**src/acs_pkg.sv**
```systemverilog
// Purpose: shared constants and types of the conversion sequencer
// Assumes: byte-wide control registers and 10-bit results carried on a 16-bit plain register port
// Notes:   offsets are register indices on the plain port
package acs_pkg;

    // ****************************************************************
    // bus and field layout
    // ****************************************************************
    localparam int unsigned ACS_AW       = 5;
    localparam int unsigned ACS_DW       = 16;
    localparam logic [4:0]  ACS_OFS_CSR  = 5'h00;
    localparam logic [4:0]  ACS_OFS_CR1  = 5'h01;
    localparam logic [4:0]  ACS_OFS_CR2  = 5'h02;
    localparam logic [4:0]  ACS_OFS_CR3  = 5'h03;
    localparam logic [4:0]  ACS_OFS_DR   = 5'h04;
    localparam logic [4:0]  ACS_OFS_DB   = 5'h10;
    localparam int unsigned ACS_IE_BIT   = 5;
    localparam int unsigned ACS_DONE_BIT = 7;
    localparam int unsigned ACS_PWR_BIT  = 0;
    localparam int unsigned ACS_REPEAT_BIT = 1;
    localparam int unsigned ACS_DIV_LSB  = 4;
    localparam int unsigned ACS_SCAN_BIT = 1;
    localparam int unsigned ACS_OVERRUN_BIT = 6;
    localparam int unsigned ACS_BUFEN_BIT   = 7;

    // ****************************************************************
    // converter constants
    // ****************************************************************
    localparam int unsigned ACS_RES_W     = 10;
    localparam int unsigned ACS_NUM_CH    = 16;
    localparam int unsigned ACS_BUF_DEPTH = 10;
    localparam logic [3:0]  ACS_SKIP_CH   = 4'hc;
    localparam logic [3:0]  ACS_LAST_CYC  = 4'hd;
    localparam logic [3:0]  ACS_SAMPLE    = 4'h4;
    localparam logic [9:0]  ACS_SAR_INIT  = 10'h200;
    localparam logic [4:0]  ACS_DIV0      = 5'h02;
    localparam logic [4:0]  ACS_DIV1      = 5'h03;
    localparam logic [4:0]  ACS_DIV2      = 5'h04;
    localparam logic [4:0]  ACS_DIV3      = 5'h06;
    localparam logic [4:0]  ACS_DIV4      = 5'h08;
    localparam logic [4:0]  ACS_DIV5      = 5'h0a;
    localparam logic [4:0]  ACS_DIV6      = 5'h0c;
    localparam logic [4:0]  ACS_DIV7      = 5'h12;

    typedef enum logic [1:0] {ACS_OFF, ACS_STAB, ACS_READY, ACS_CONV} acs_state_e;

    function automatic logic [4:0] acs_div_factor(input logic [2:0] sel);
        logic [4:0] f;
        unique case (sel)
            3'h0: f = ACS_DIV0;
            3'h1: f = ACS_DIV1;
            3'h2: f = ACS_DIV2;
            3'h3: f = ACS_DIV3;
            3'h4: f = ACS_DIV4;
            3'h5: f = ACS_DIV5;
            3'h6: f = ACS_DIV6;
            3'h7: f = ACS_DIV7;
        endcase
        return f;
    endfunction : acs_div_factor

endpackage : acs_pkg

```
**src/acs_sequencer.sv**
```systemverilog
// Purpose: control and sequencing of a 10-bit successive-approximation converter
// Assumes: comp_i is the analog comparator, settled within one master cycle
// Notes:   single, continuous, buffered, single-scan and continuous-scan modes
//
// Decided for this implementation: the strobed register port and the address map.
`timescale 1ns/1ps
`default_nettype none

module acs_sequencer #(
    parameter int unsigned BUF_DEPTH = acs_pkg::ACS_BUF_DEPTH
) (
    input  wire logic                       clock_i,
    input  wire logic                       rst_i,
    input  wire logic                       ce_i,
    input  wire logic [acs_pkg::ACS_AW-1:0] addr_i,
    input  wire logic [acs_pkg::ACS_DW-1:0] wdata_i,
    input  wire logic                       wr_i,
    input  wire logic                       rd_i,
    output logic      [acs_pkg::ACS_DW-1:0] rdata_o,
    input  wire logic                       comp_i,
    output logic [acs_pkg::ACS_RES_W-1:0]   dac_code_o,
    output logic                      [3:0] mux_sel_o,
    output logic [acs_pkg::ACS_NUM_CH-1:0]  pin_disable_o,
    output logic                            powered_o,
    output logic                            conv_start_o,
    output logic                            irq_o
);
    import acs_pkg::*;

    // ****************************************************************
    // declarations
    // ****************************************************************
    acs_state_e             state_ff;
    acs_state_e             nxt_state;
    logic                   pwr_ff;
    logic                   repeat_ff;
    logic                   scan_ff;
    logic                   bufen_ff;
    logic                   ie_ff;
    logic                   done_ff;
    logic                   overrun_ff;
    logic                   irq_ff;
    logic                   start_ff;
    logic                   pend_ff;
    logic [2:0]             div_sel_ff;
    logic [4:0]             div_cnt_ff;
    logic [3:0]             ch_ff;
    logic [3:0]             last_ch_ff;
    logic [3:0]             cyc_ff;
    logic [3:0]             stab_ff;
    logic [3:0]             bidx_ff;
    logic [ACS_RES_W-1:0]   dac_ff;
    logic [ACS_RES_W-1:0]   dr_ff;
    logic [ACS_RES_W-1:0]   sar_nxt;
    logic [ACS_RES_W-1:0]   buf_mem [ACS_NUM_CH];
    logic [ACS_NUM_CH-1:0]  unread_ff;
    logic [ACS_NUM_CH-1:0]  pin_dis_ff;
    logic [ACS_DW-1:0]      rdata_ff;
    logic [ACS_DW-1:0]      rd_val;
    logic                   wr_csr;
    logic                   wr_cr1;
    logic                   wr_cr2;
    logic                   wr_cr3;
    logic                   rd_db;
    logic                   start_wr;
    logic                   wake_wr;
    logic                   off_wr;
    logic                   tick;
    logic                   conv_end;
    logic                   restart;
    logic                   go;
    logic                   fresh;
    logic                   keep_going;
    logic                   buffered;
    logic                   pass_last;
    logic                   done_evt;
    logic                   buf_we;
    logic [3:0]             buf_idx;
    logic [3:0]             next_ch;
    logic [3:0]             bitpos;

    // ****************************************************************
    // register port decode
    // ****************************************************************
    assign wr_csr   = ce_i && wr_i && (addr_i == ACS_OFS_CSR);
    assign wr_cr1   = ce_i && wr_i && (addr_i == ACS_OFS_CR1);
    assign wr_cr2   = ce_i && wr_i && (addr_i == ACS_OFS_CR2);
    assign wr_cr3   = ce_i && wr_i && (addr_i == ACS_OFS_CR3);
    assign rd_db    = ce_i && rd_i && (addr_i >= ACS_OFS_DB);
    assign wake_wr  = wr_cr1 && wdata_i[ACS_PWR_BIT] && !pwr_ff;
    assign start_wr = wr_cr1 && wdata_i[ACS_PWR_BIT] && pwr_ff;
    assign off_wr   = wr_cr1 && !wdata_i[ACS_PWR_BIT];

    // ****************************************************************
    // sequencing decisions
    // ****************************************************************
    assign tick      = ce_i && pwr_ff && (div_cnt_ff == acs_div_factor(div_sel_ff) - 5'h01);
    assign conv_end  = ce_i && (state_ff == ACS_CONV) && tick && (cyc_ff == ACS_LAST_CYC);
    assign buffered  = bufen_ff && repeat_ff && !scan_ff;
    // channel twelve is never part of a scan pass
    assign next_ch   = (ch_ff + 4'h1 == ACS_SKIP_CH) ? ch_ff + 4'h2 : ch_ff + 4'h1;
    assign pass_last = (ch_ff >= last_ch_ff) || (next_ch > last_ch_ff);
    // a change on the finishing edge only steers the next conversion
    assign restart   = wr_csr && (state_ff == ACS_CONV) && !scan_ff
                       && (wdata_i[3:0] != ch_ff) && !conv_end;
    assign keep_going = scan_ff ? (!pass_last || repeat_ff) : repeat_ff;
    assign done_evt  = conv_end && (scan_ff ? pass_last
                       : (buffered ? (bidx_ff == 4'(BUF_DEPTH - 1)) : 1'b1));
    assign buf_we    = conv_end && (scan_ff || buffered) && (ch_ff != ACS_SKIP_CH);
    assign buf_idx   = scan_ff ? ch_ff : bidx_ff;
    assign fresh     = go && (state_ff != ACS_CONV);

    always_comb
    begin
        nxt_state = state_ff;
        go        = 1'b0;
        unique case (state_ff)
            ACS_OFF:
            begin
                if (wake_wr)
                begin
                    nxt_state = ACS_STAB;
                end
            end
            ACS_STAB:
            begin
                if (tick && (stab_ff == ACS_LAST_CYC))
                begin
                    nxt_state = (pend_ff || start_wr) ? ACS_CONV : ACS_READY;
                    go        = pend_ff || start_wr;
                end
            end
            ACS_READY:
            begin
                if (start_wr)
                begin
                    nxt_state = ACS_CONV;
                    go        = 1'b1;
                end
            end
            ACS_CONV:
            begin
                if (restart)
                begin
                    go = 1'b1;
                end
                else if (conv_end)
                begin
                    go        = keep_going;
                    nxt_state = keep_going ? ACS_CONV : ACS_READY;
                end
            end
        endcase
        if (off_wr)
        begin
            nxt_state = ACS_OFF;
            go        = 1'b0;
        end
    end

    // successive approximation: keep the tested bit by comparator, try the next one
    assign bitpos = ACS_LAST_CYC - cyc_ff;

    always_comb
    begin
        sar_nxt = dac_ff;
        if (cyc_ff >= ACS_SAMPLE)
        begin
            sar_nxt[bitpos] = comp_i;
            if (bitpos != 4'h0)
            begin
                sar_nxt[bitpos - 4'h1] = 1'b1;
            end
        end
    end

    // ****************************************************************
    // state and converter timing
    // ****************************************************************
    always_ff @(posedge clock_i)
    begin
        if (rst_i)
        begin
            state_ff <= ACS_OFF;
        end
        else if (ce_i)
        begin
            state_ff <= nxt_state;
        end
    end

    always_ff @(posedge clock_i)
    begin
        if (rst_i)
        begin
            div_cnt_ff <= 5'h00;
        end
        else if (ce_i)
        begin
            if (!pwr_ff || go || tick)
            begin
                div_cnt_ff <= 5'h00;
            end
            else
            begin
                div_cnt_ff <= div_cnt_ff + 5'h01;
            end
        end
    end

    always_ff @(posedge clock_i)
    begin
        if (rst_i)
        begin
            stab_ff <= 4'h0;
            pend_ff <= 1'b0;
        end
        else if (ce_i)
        begin
            if (wake_wr)
            begin
                stab_ff <= 4'h0;
            end
            else if ((state_ff == ACS_STAB) && tick)
            begin
                stab_ff <= stab_ff + 4'h1;
            end
            pend_ff <= (state_ff == ACS_STAB) && !off_wr && (pend_ff || start_wr);
        end
    end

    always_ff @(posedge clock_i)
    begin
        if (rst_i)
        begin
            cyc_ff   <= 4'h0;
            dac_ff   <= ACS_SAR_INIT;
            start_ff <= 1'b0;
        end
        else if (ce_i)
        begin
            start_ff <= go;
            if (go)
            begin
                cyc_ff <= 4'h0;
                dac_ff <= ACS_SAR_INIT;
            end
            else if ((state_ff == ACS_CONV) && tick)
            begin
                cyc_ff <= cyc_ff + 4'h1;
                dac_ff <= sar_nxt;
            end
        end
    end

    // ****************************************************************
    // control registers
    // ****************************************************************
    always_ff @(posedge clock_i)
    begin
        if (rst_i)
        begin
            pwr_ff     <= 1'b0;
            repeat_ff  <= 1'b0;
            div_sel_ff <= 3'h0;
            scan_ff    <= 1'b0;
            bufen_ff   <= 1'b0;
            ie_ff      <= 1'b0;
        end
        else if (ce_i)
        begin
            if (wr_cr1)
            begin
                pwr_ff     <= wdata_i[ACS_PWR_BIT];
                repeat_ff  <= wdata_i[ACS_REPEAT_BIT];
                div_sel_ff <= wdata_i[ACS_DIV_LSB +: 3];
            end
            if (wr_cr2)
            begin
                scan_ff <= wdata_i[ACS_SCAN_BIT];
            end
            if (wr_cr3)
            begin
                bufen_ff <= wdata_i[ACS_BUFEN_BIT];
            end
            if (wr_csr)
            begin
                ie_ff <= wdata_i[ACS_IE_BIT];
            end
        end
    end

    always_ff @(posedge clock_i)
    begin
        if (rst_i)
        begin
            ch_ff      <= 4'h0;
            last_ch_ff <= 4'h0;
        end
        else if (ce_i)
        begin
            if (wr_csr)
            begin
                last_ch_ff <= wdata_i[3:0];
            end
            else if (fresh && scan_ff)
            begin
                last_ch_ff <= ch_ff;
            end
            if (wr_csr && !(scan_ff && (state_ff == ACS_CONV)))
            begin
                ch_ff <= wdata_i[3:0];
            end
            else if (fresh && scan_ff)
            begin
                ch_ff <= 4'h0;
            end
            else if (conv_end && scan_ff && !off_wr)
            begin
                ch_ff <= !pass_last ? next_ch : (repeat_ff ? 4'h0 : last_ch_ff);
            end
        end
    end

    always_ff @(posedge clock_i)
    begin
        if (rst_i)
        begin
            done_ff <= 1'b0;
            overrun_ff <= 1'b0;
            irq_ff  <= 1'b0;
        end
        else if (ce_i)
        begin
            if (done_evt)
            begin
                done_ff <= 1'b1;
            end
            else if (wr_csr && !wdata_i[ACS_DONE_BIT])
            begin
                done_ff <= 1'b0;
            end
            if (buf_we && unread_ff[buf_idx])
            begin
                overrun_ff <= 1'b1;
            end
            else if (start_wr || wake_wr || (wr_cr3 && !wdata_i[ACS_OVERRUN_BIT]))
            begin
                overrun_ff <= 1'b0;
            end
            irq_ff <= done_ff && ie_ff;
        end
    end

    // ****************************************************************
    // result storage
    // ****************************************************************
    always_ff @(posedge clock_i)
    begin
        if (rst_i)
        begin
            dr_ff   <= '0;
            bidx_ff <= 4'h0;
        end
        else if (ce_i)
        begin
            if (conv_end && !buf_we)
            begin
                dr_ff <= sar_nxt;
            end
            if (fresh)
            begin
                bidx_ff <= 4'h0;
            end
            else if (conv_end && buffered)
            begin
                bidx_ff <= (bidx_ff == 4'(BUF_DEPTH - 1)) ? 4'h0 : bidx_ff + 4'h1;
            end
        end
    end

    for (genvar g = 0; g < ACS_NUM_CH; g++)
    begin : g_ch
        always_ff @(posedge clock_i)
        begin
            if (rst_i)
            begin
                unread_ff[g]  <= 1'b0;
                pin_dis_ff[g] <= 1'b0;
                buf_mem[g]    <= '0;
            end
            else if (ce_i)
            begin
                pin_dis_ff[g] <= pwr_ff && (ch_ff == 4'(g));
                if (buf_we && (buf_idx == 4'(g)))
                begin
                    buf_mem[g]   <= sar_nxt;
                    unread_ff[g] <= 1'b1;
                end
                else if (rd_db && (addr_i[3:0] == 4'(g)))
                begin
                    unread_ff[g] <= 1'b0;
                end
            end
        end
    end

    // ****************************************************************
    // read port
    // ****************************************************************
    always_comb
    begin
        rd_val = '0;
        if (rd_db)
        begin
            rd_val[ACS_RES_W-1:0] = buf_mem[addr_i[3:0]];
        end
        else
        begin
            unique case (addr_i)
                ACS_OFS_CSR: rd_val[7:0] = {done_ff, 1'b0, ie_ff, 1'b0, ch_ff};
                ACS_OFS_CR1: rd_val[7:0] = {1'b0, div_sel_ff, 2'b00, repeat_ff, pwr_ff};
                ACS_OFS_CR2: rd_val[7:0] = {6'h00, scan_ff, 1'b0};
                ACS_OFS_CR3: rd_val[7:0] = {bufen_ff, overrun_ff, 6'h00};
                ACS_OFS_DR:  rd_val[ACS_RES_W-1:0] = dr_ff;
                default:     rd_val = '0;
            endcase
        end
    end

    always_ff @(posedge clock_i)
    begin
        if (rst_i)
        begin
            rdata_ff <= '0;
        end
        else if (ce_i)
        begin
            rdata_ff <= rd_i ? rd_val : '0;
        end
    end

    assign rdata_o       = rdata_ff;
    assign dac_code_o    = dac_ff;
    assign mux_sel_o     = ch_ff;
    assign pin_disable_o = pin_dis_ff;
    assign powered_o     = pwr_ff;
    assign conv_start_o  = start_ff;
    assign irq_o         = irq_ff;
endmodule : acs_sequencer

`default_nettype wire

```
**config.mk**
```make
export PLATFORM = sky130hd
export DESIGN_NAME = acs_sequencer
export DESIGN_NICKNAME = d
export VERILOG_FILES = /design/src/acs_pkg.sv /design/src/acs_sequencer.sv
export SDC_FILE = /design/constraint.sdc
export NUM_CORES = 1
export LEC_CHECK = 0
export BUFFER_PORTS_ARGS = -buffer_cell sky130_fd_sc_hd__buf_2
export CORE_UTILIZATION = 30
export CTS_CLUSTER_SIZE = 10
export DETAILED_ROUTE_END_ITERATION = 12
export GPL_ROUTABILITY_DRIVEN = 0
export PLACE_DENSITY = 0.51
export SETUP_SLACK_MARGIN = 0.15
export SYNTH_ARGS = -nofsm -noshare
export SYNTH_HDL_FRONTEND = slang
export SYNTH_SLANG_ARGS = --single-unit
```
**constraint.sdc**
```tcl
create_clock -name clock_i -period 5.1 [get_ports clock_i]
set_clock_uncertainty 0.2 [all_clocks]
set_input_delay 0.255 -clock clock_i [delete_from_list [all_inputs] [get_ports clock_i]]
set_output_delay 0.255 -clock clock_i [all_outputs]
set_load 0.005 [all_outputs]
```
==> impl_metrics.yaml, run 1 <==
run_status:
  status: "completed"
global_routing:
  grtUsageMet3: 0.0296
  grt_pass1_wl_um: 58600
  grt_start_max_net_pins: 67
  grt_pass1_vias: 9534
  top_usage_layer: "met2"
  overflow: 0
  grt_antenna_before_repair: 0
  grtUsageMet2: 0.278
  met1_usage: 0.232
  grt_usage: 0.172
yosys:
  yosysUniqueCellTypes: 76
  synth_area_um2: 13400
  syn_area_per_cell_um2: 10.7
  synth-edff-count: 160
  ys_seq_area_frac: 0.519
  syn_inst: 1254
  ys_async_sr_fraction: 0
  ys_ff_latch: 267
  synthFlopType: "edfxtp_1"
  yosys_warnings: 0
sta:
  setup_tns_ns: 0
  rsz0062_at_grt: "false"
  fin_crit_sh: 0.775
  final_hold_viol_count: 0
  max_freq_ghz: 0.253
  finalSetupViolCount: 0
  maxSlewHeadroom: 0.211
  min_period_ns: 3.95
  drv_slew: 0
  tightest_slew_ns: 1.18
routing:
  postRouteAntennaNets: 0
  avgViaCountPerCell: 5.16
  num_vias: 9885
  dr.pass1.iters: 5
  dr.first_iter.drc_count: 1022
  drt_wl_total_um: 38400
  avgRoutedWirePerCell_um: 20.0
  drcViolationCount: 0
pwr:
  p_sw_mw: 1.11
  p_int_mw: 3.76
  cellPowerDensity_nw_per_um2: 316
  seq_power_share: 0.487
  leakage_nw: 5.20
  comb_power_share: 0.059
  p_clk_frac: 0.454
  swShare: 0.229
  vdd_drop_max_mv: 0.175
die:
  io_pins: 76
  rows: 77
  coreArea_um2: 44100
  die-height_um: 213
  die-area_um2: 45500
  die_w_um: 213
  initial_core_util: 0.303
final_layout:
  fin_nets: 1361
  final_util: 0.350
  drive_gt1_frac: 0.170
  area_growth_pct: 15.3
  stdcell_area_um2: 15400
  antenna_cells: 0
  final_cells: 1916
setup_path:
  worst_ep_arrival_time_ns: 4.17
  critPathKind: "flop to flop"
  crit_required_ns: 5.32
  crit_fanout: 16
  critPathLaunchType: "flop"
  end_kind: "flop"
placement:
  portBuffers: 61
  dpl-instance-area_um2: 14300
  place_hpwl_um: 25700
  dp_cells: 1849
clocking:
  cts_setup_buffers: 0
  postCtsHoldBufs: 14
  clock_latency_ns: 0.52
  cts.sinks: 267
  cts_tree: "yes"
  cts_resized: 0
  cts_made_buffers: 34
  ctsLongestPathBuffers: 3
  cts.clk_slew.worst_paths_ns: 0.06
  cts-htree-levels: 2
  cts_root_buf: "clkbuf_16"
hold_path:
  hold_class: "input pin to flop"
flow_run:
  drv_cap: 0
cells by family after synthesis:
kind of cell,count (synthesis),share of synthesized area
and+or+nand+nor,513,0.180
DFF,267,0.519
AOI/OAI and AO/OA,213,0.105
buffers and inverters,125,0.0385
muxes,83,0.114
adders and majority gates,27,0.0252
xor gates and xnor gates,25,0.0178
other,1,0.000280
critical path, cell delays in order, from the launching register on:
cell and delay (ns):
dfxtp_1 0.74, ha_1 0.38, nand2b_1 0.13, o311ai_0 0.49, ha_1 0.33, and4_1 0.20, a21oi_1 0.23, o21bai_1 0.18
mux2i_1 0.39, o21bai_2 0.32, a311oi_1 0.27
stage by stage:
| step | power, mW | worst slack, ns | hold WS, ns |
|---|---|---|---|
| after floorplan | 2.59 | 1.72 | 0.191 |
| after global placement | 2.69 | 1.18 | 0.252 |
| after detailed placement | 2.70 | 1.12 | 0.258 |
| after CTS | 4.92 | 1.12 | 0.172 |
| after global routing | 5.04 | 0.716 | 0.212 |
| final | 4.87 | 1.15 | 0.190 |
power by group through the flow:
| stage | Sequential [mW] | Clock [mW] | Combinational, mW |
|---|---|---|---|
| 6_report | 2.37 | 2.21 | 0.285 |
| 5_1_grt | 2.38 | 2.36 | 0.306 |
| 4_1_cts | 2.37 | 2.26 | 0.289 |
| 3_5_place_dp | 2.42 | 0 | 0.279 |
| 3_3_place_gp | 2.41 | 0 | 0.278 |
| 2_1_floorplan | 2.41 | 0 | 0.179 |
final cells by class:
| type | count | area [µm²] |
|---|---|---|
| Tap cell | 592 | 741 |
| Sequential cell | 267 | 6950 |
| Inverter | 33 | 124 |
| Timing Repair Buffer | 104 | 666 |
| Clock buffer | 46 | 936 |
| Clock inverter | 7 | 77.6 |
| Multi-Input combinational cell | 867 | 5940 |
| Fill cell | 4457 | 28700 |
flip-flops by register name, summed over array words and instances (netlist names), 5 cells and up, named ones only:
register       count
buf_mem          160
dac_code_o        10
div_cnt_ff         5
dr_ff             10
pin_disable_o     16
rdata_o           10
unread_ff         16
worst paths after layout:
path,from,to,slack [ns],depth (start not counted)
min reg2reg,pin_disable_o[10]$_SDFFE_PP0P_,pin_disable_o[10]$_SDFFE_PP0P_,0.26,2
max,mux_sel_o[0]$_SDFFE_PP0P_,dac_code_o[1]$_SDFFE_PP0P_,1.15,10
max reg2reg,mux_sel_o[0]$_SDFFE_PP0P_,dac_code_o[1]$_SDFFE_PP0P_,1.15,10
min,addr_i[1],unread_ff[3]$_SDFFE_PP0P_,0.19,3
metal layers:
metal  share of wire  up-vias
met4           0.029        0
met1            0.44     4877
li1                -     4650
met3           0.058       55
met2            0.47      303
met5               0        -
cell usage after synthesis (9+ instances only):
cell / number / area (µm²)
clkbuf_1: 59 / 221
a21oi_1: 75 / 375
mux2i_1: 21 / 210
edfxtp_1: 160 / 4800
nand2b_1: 28 / 175
xor2_1: 16 / 140
nor3_1: 22 / 110
o21ai_0: 41 / 205
o211ai_1: 12 / 90.1
nor2_1: 248 / 931
nand3_1: 32 / 160
buf_2: 18 / 90.1
inv_1: 33 / 124
ha_1: 27 / 338
dfxtp_1: 107 / 2140
a211oi_1: 9 / 67.6
nor2b_1: 17 / 106
mux4_2: 55 / 1240
nand4_1: 28 / 175
nand2_1: 84 / 315
cells in the final DEF, fill, tap and decap left out, types with 6 or more instances in the layout:
cell | netlist | routed
nor2_1 | 248 | 248
edfxtp_1 | 160 | 160
dfxtp_1 | 107 | 107
nand2_1 | 84 | 84
a21oi_1 | 75 | 75
buf_2 | 18 | 60
mux4_2 | 55 | 55
o21ai_0 | 41 | 41
clkbuf_16 | 0 | 34
inv_1 | 33 | 33
nand3_1 | 32 | 32
buf_4 | 6 | 30
nand2b_1 | 28 | 28
nand4_1 | 28 | 28
ha_1 | 27 | 27
nor3_1 | 22 | 22
mux2i_1 | 21 | 21
nor2b_1 | 17 | 17
xor2_1 | 16 | 16
dlygate4sd3_1 | 0 | 14
o211ai_1 | 12 | 12
a211oi_1 | 9 | 9
xnor2_1 | 8 | 8
o21a_1 | 8 | 8
a32o_1 | 8 | 8
clkbuf_1 | 59 | 8
mux2_2 | 7 | 7
and2_1 | 6 | 6
or3_1 | 6 | 6
o22ai_1 | 6 | 6
o21ai_1 | 6 | 6
and3_1 | 6 | 6
conb_1 | 1 | 6
Note: power is estimated with default switching activity, not from simulation.
==> run 2, diff against run 1 <==
==> constraint.sdc (replaced) <==
create_clock -name clock_i -period 4.01 [get_ports clock_i]
set_clock_uncertainty 0.2 [all_clocks]
set_input_delay 0.2005 -clock clock_i [delete_from_list [all_inputs] [get_ports clock_i]]
set_output_delay 0.2005 -clock clock_i [all_outputs]
set_load 0.005 [all_outputs]
==> impl_metrics.yaml, run 2 (synthesized netlist as in run 1, its figures left out) <==
sta:
  fin_crit_sh: 0.862
  maxSlewHeadroom: 0.459
  finalSetupViolCount: 0
  final_hold_viol_count: 0
  drv_slew: 0
  max_freq_ghz: 0.289
  tightest_slew_ns: 0.789
  rsz0062_at_grt: "false"
  setup_tns_ns: 0
  setup_slack_ns: 0.554
  min_period_ns: 3.46
flow_run:
  drv_cap: 0
routing:
  avgViaCountPerCell: 5.12
  dr.first_iter.drc_count: 824
  drcViolationCount: 0
  postRouteAntennaNets: 0
  num_vias: 9911
  drt_wl_total_um: 38900
  avgRoutedWirePerCell_um: 20.1
  dr.pass1.iters: 6
final_layout:
  drive_gt1_frac: 0.176
  antenna_cells: 0
  largest_register_ffs: 160
  regMostFlops: "buf_mem"
  area_growth_pct: 16.3
  mostFrequentLayoutCells: "nor2_1 (248), edfxtp_1 (160), dfxtp_1 (107), nand2_1 (84), a21oi_1 (75)"
  fin_nets: 1377
  final_common_cell: "nor2_1"
  fillers: 4492
setup_path:
  critPathLaunchType: "flop"
  crit_fanout: 14
  critPathKind: "flop to flop"
  cp-startpoint: "mux_sel_o[1]$_SDFFE_PP0P_"
  end_kind: "flop"
  reg2reg_to: "dac_code_o[5]$_SDFFE_PP0P_"
  worst-r2r-cell-count: 10
  rrSetupSlack_ns: 0.55
  worst_ep_arrival_time_ns: 3.69
  crit_required_ns: 4.24
  crit_end: "dac_code_o[5]$_SDFFE_PP0P_"
  r2r_start: "mux_sel_o[1]$_SDFFE_PP0P_"
die:
  die_w_um: 213
  initial_core_util: 0.303
  coreArea_um2: 44100
  rows: 77
  io_pins: 76
  die-area_um2: 45500
  die-height_um: 213
global_routing:
  met1_usage: 0.231
  top_usage_layer: "met2"
  grt_pass1_vias: 9672
  grtUsageMet2: 0.282
  grtUsageMet3: 0.0297
  grt_usage: 0.174
  grt_pass1_wl_um: 59200
  grt_antenna_before_repair: 0
  overflow: 0
  grt_start_max_net_pins: 72
clocking:
  clock_latency_ns: 0.53
  cts.sinks: 267
  cts_tree: "yes"
  ctsLongestPathBuffers: 3
  cts_root_buf: "clkbuf_16"
  cts-htree-levels: 2
  cts_made_buffers: 34
  cts.clk_slew.worst_paths_ns: 0.06
  cts_setup_buffers: 0
pwr:
  cellPowerDensity_nw_per_um2: 399
  leakage_nw: 5.26
  vdd_drop_max_mv: 0.221
hold_path:
  hold_class: "input pin to flop"
placement:
  pre_cts_slack_ns: 0.437
  place_hpwl_um: 26300
  portBuffers: 61
run_status:
  status: "completed"
==> run 2: cell types whose count changed in the layout (fill, tap and decap cells not counted), moves of 2 or more <==
| cell | change |
|---|---|
| clkbuf_8 | -3 |
| dlygate4sd3_1 | +2 |
| buf_4 | +13 |
| clkbuf_1 | +7 |
==> run 2: critical path, stage by stage, from the launching register on <==
cell and delay, ns:
dfxtp_1 0.49, ha_1 0.31, nand2b_1 0.14, o311ai_0 0.46, ha_1 0.32, and4_1 0.19
a21oi_1 0.23, o21bai_1 0.19, mux2i_2 0.35, o21bai_4 0.22, a311oi_1 0.24
==> run 2: routing by layer <==
layer	up-vias	wire length (µm)
met5	-	0
met4	0	1310
met3	71	2050
met2	263	18300
met1	4900	17300
li1	4677	-
==> run 2: report_power, final <==
| group | switching (mW) | internal [mW] | total [mW] |
|---|---|---|---|
| Clock | 1.16 | 1.66 | 2.81 |
| Sequential | 0.0286 | 2.99 | 3.02 |
| Combinational | 0.220 | 0.152 | 0.372 |
| Total | 1.40 | 4.80 | 6.20 |
==> run 2: area by class of cell <==
cell class / instances / area, µm² / share of cell area
clock buffers: 50 / 921 / 0.0592
clock inverters: 5 / 76.3 / 0.00490
inverters: 33 / 124 / 0.00796
multi-input cells: 867 / 5950 / 0.382
flip-flops and latches: 267 / 6950 / 0.446
well taps: 592 / 741 / 0.0476
repair buffers: 120 / 803 / 0.0516
==> run 2: through the flow <==
| stage | instances | hold WS, ns | util | total power, mW | cell area, µm² |
|---|---|---|---|---|---|
| after floorplan | 1259 | 0.137 | - | 3.29 | 13400 |
| after CTS | 1934 | 0.0861 | 0.352 | 6.27 | 15600 |
| after global placement | 1863 | 0.253 | 0.326 | 3.43 | 14400 |
| after detailed placement | 1863 | 0.258 | 0.326 | 3.44 | 14400 |
| after global routing | 1934 | 0.104 | 0.353 | 6.40 | 15600 |
| final | 1934 | 0.106 | 0.353 | 6.20 | 15600 |
==> run 2: how the worst min path moves through the flow <==
stage	startpoint	endpoint	slack [ns]	cells after the start
after detailed placement	pin_disable_o[5]$_SDFFE_PP0P_	pin_disable_o[5]$_SDFFE_PP0P_	0.26	2
after global routing	rst_i	conv_start_o$_SDFFE_PP0P_	0.10	4
after CTS	rst_i	conv_start_o$_SDFFE_PP0P_	0.09	4
after floorplan	wdata_i[1]	repeat_ff$_SDFFE_PP0P_	0.14	2
after global placement	pin_disable_o[5]$_SDFFE_PP0P_	pin_disable_o[5]$_SDFFE_PP0P_	0.25	2
final	rst_i	conv_start_o$_SDFFE_PP0P_	0.11	4
==> run 2: repair_timing <==
item                                    in CTS  in global routing
gates resized for setup                      0                  2
endpoints found under the setup margin       0                  7
endpoints found under the hold margin       30                  0
hold buffers                                16                  0
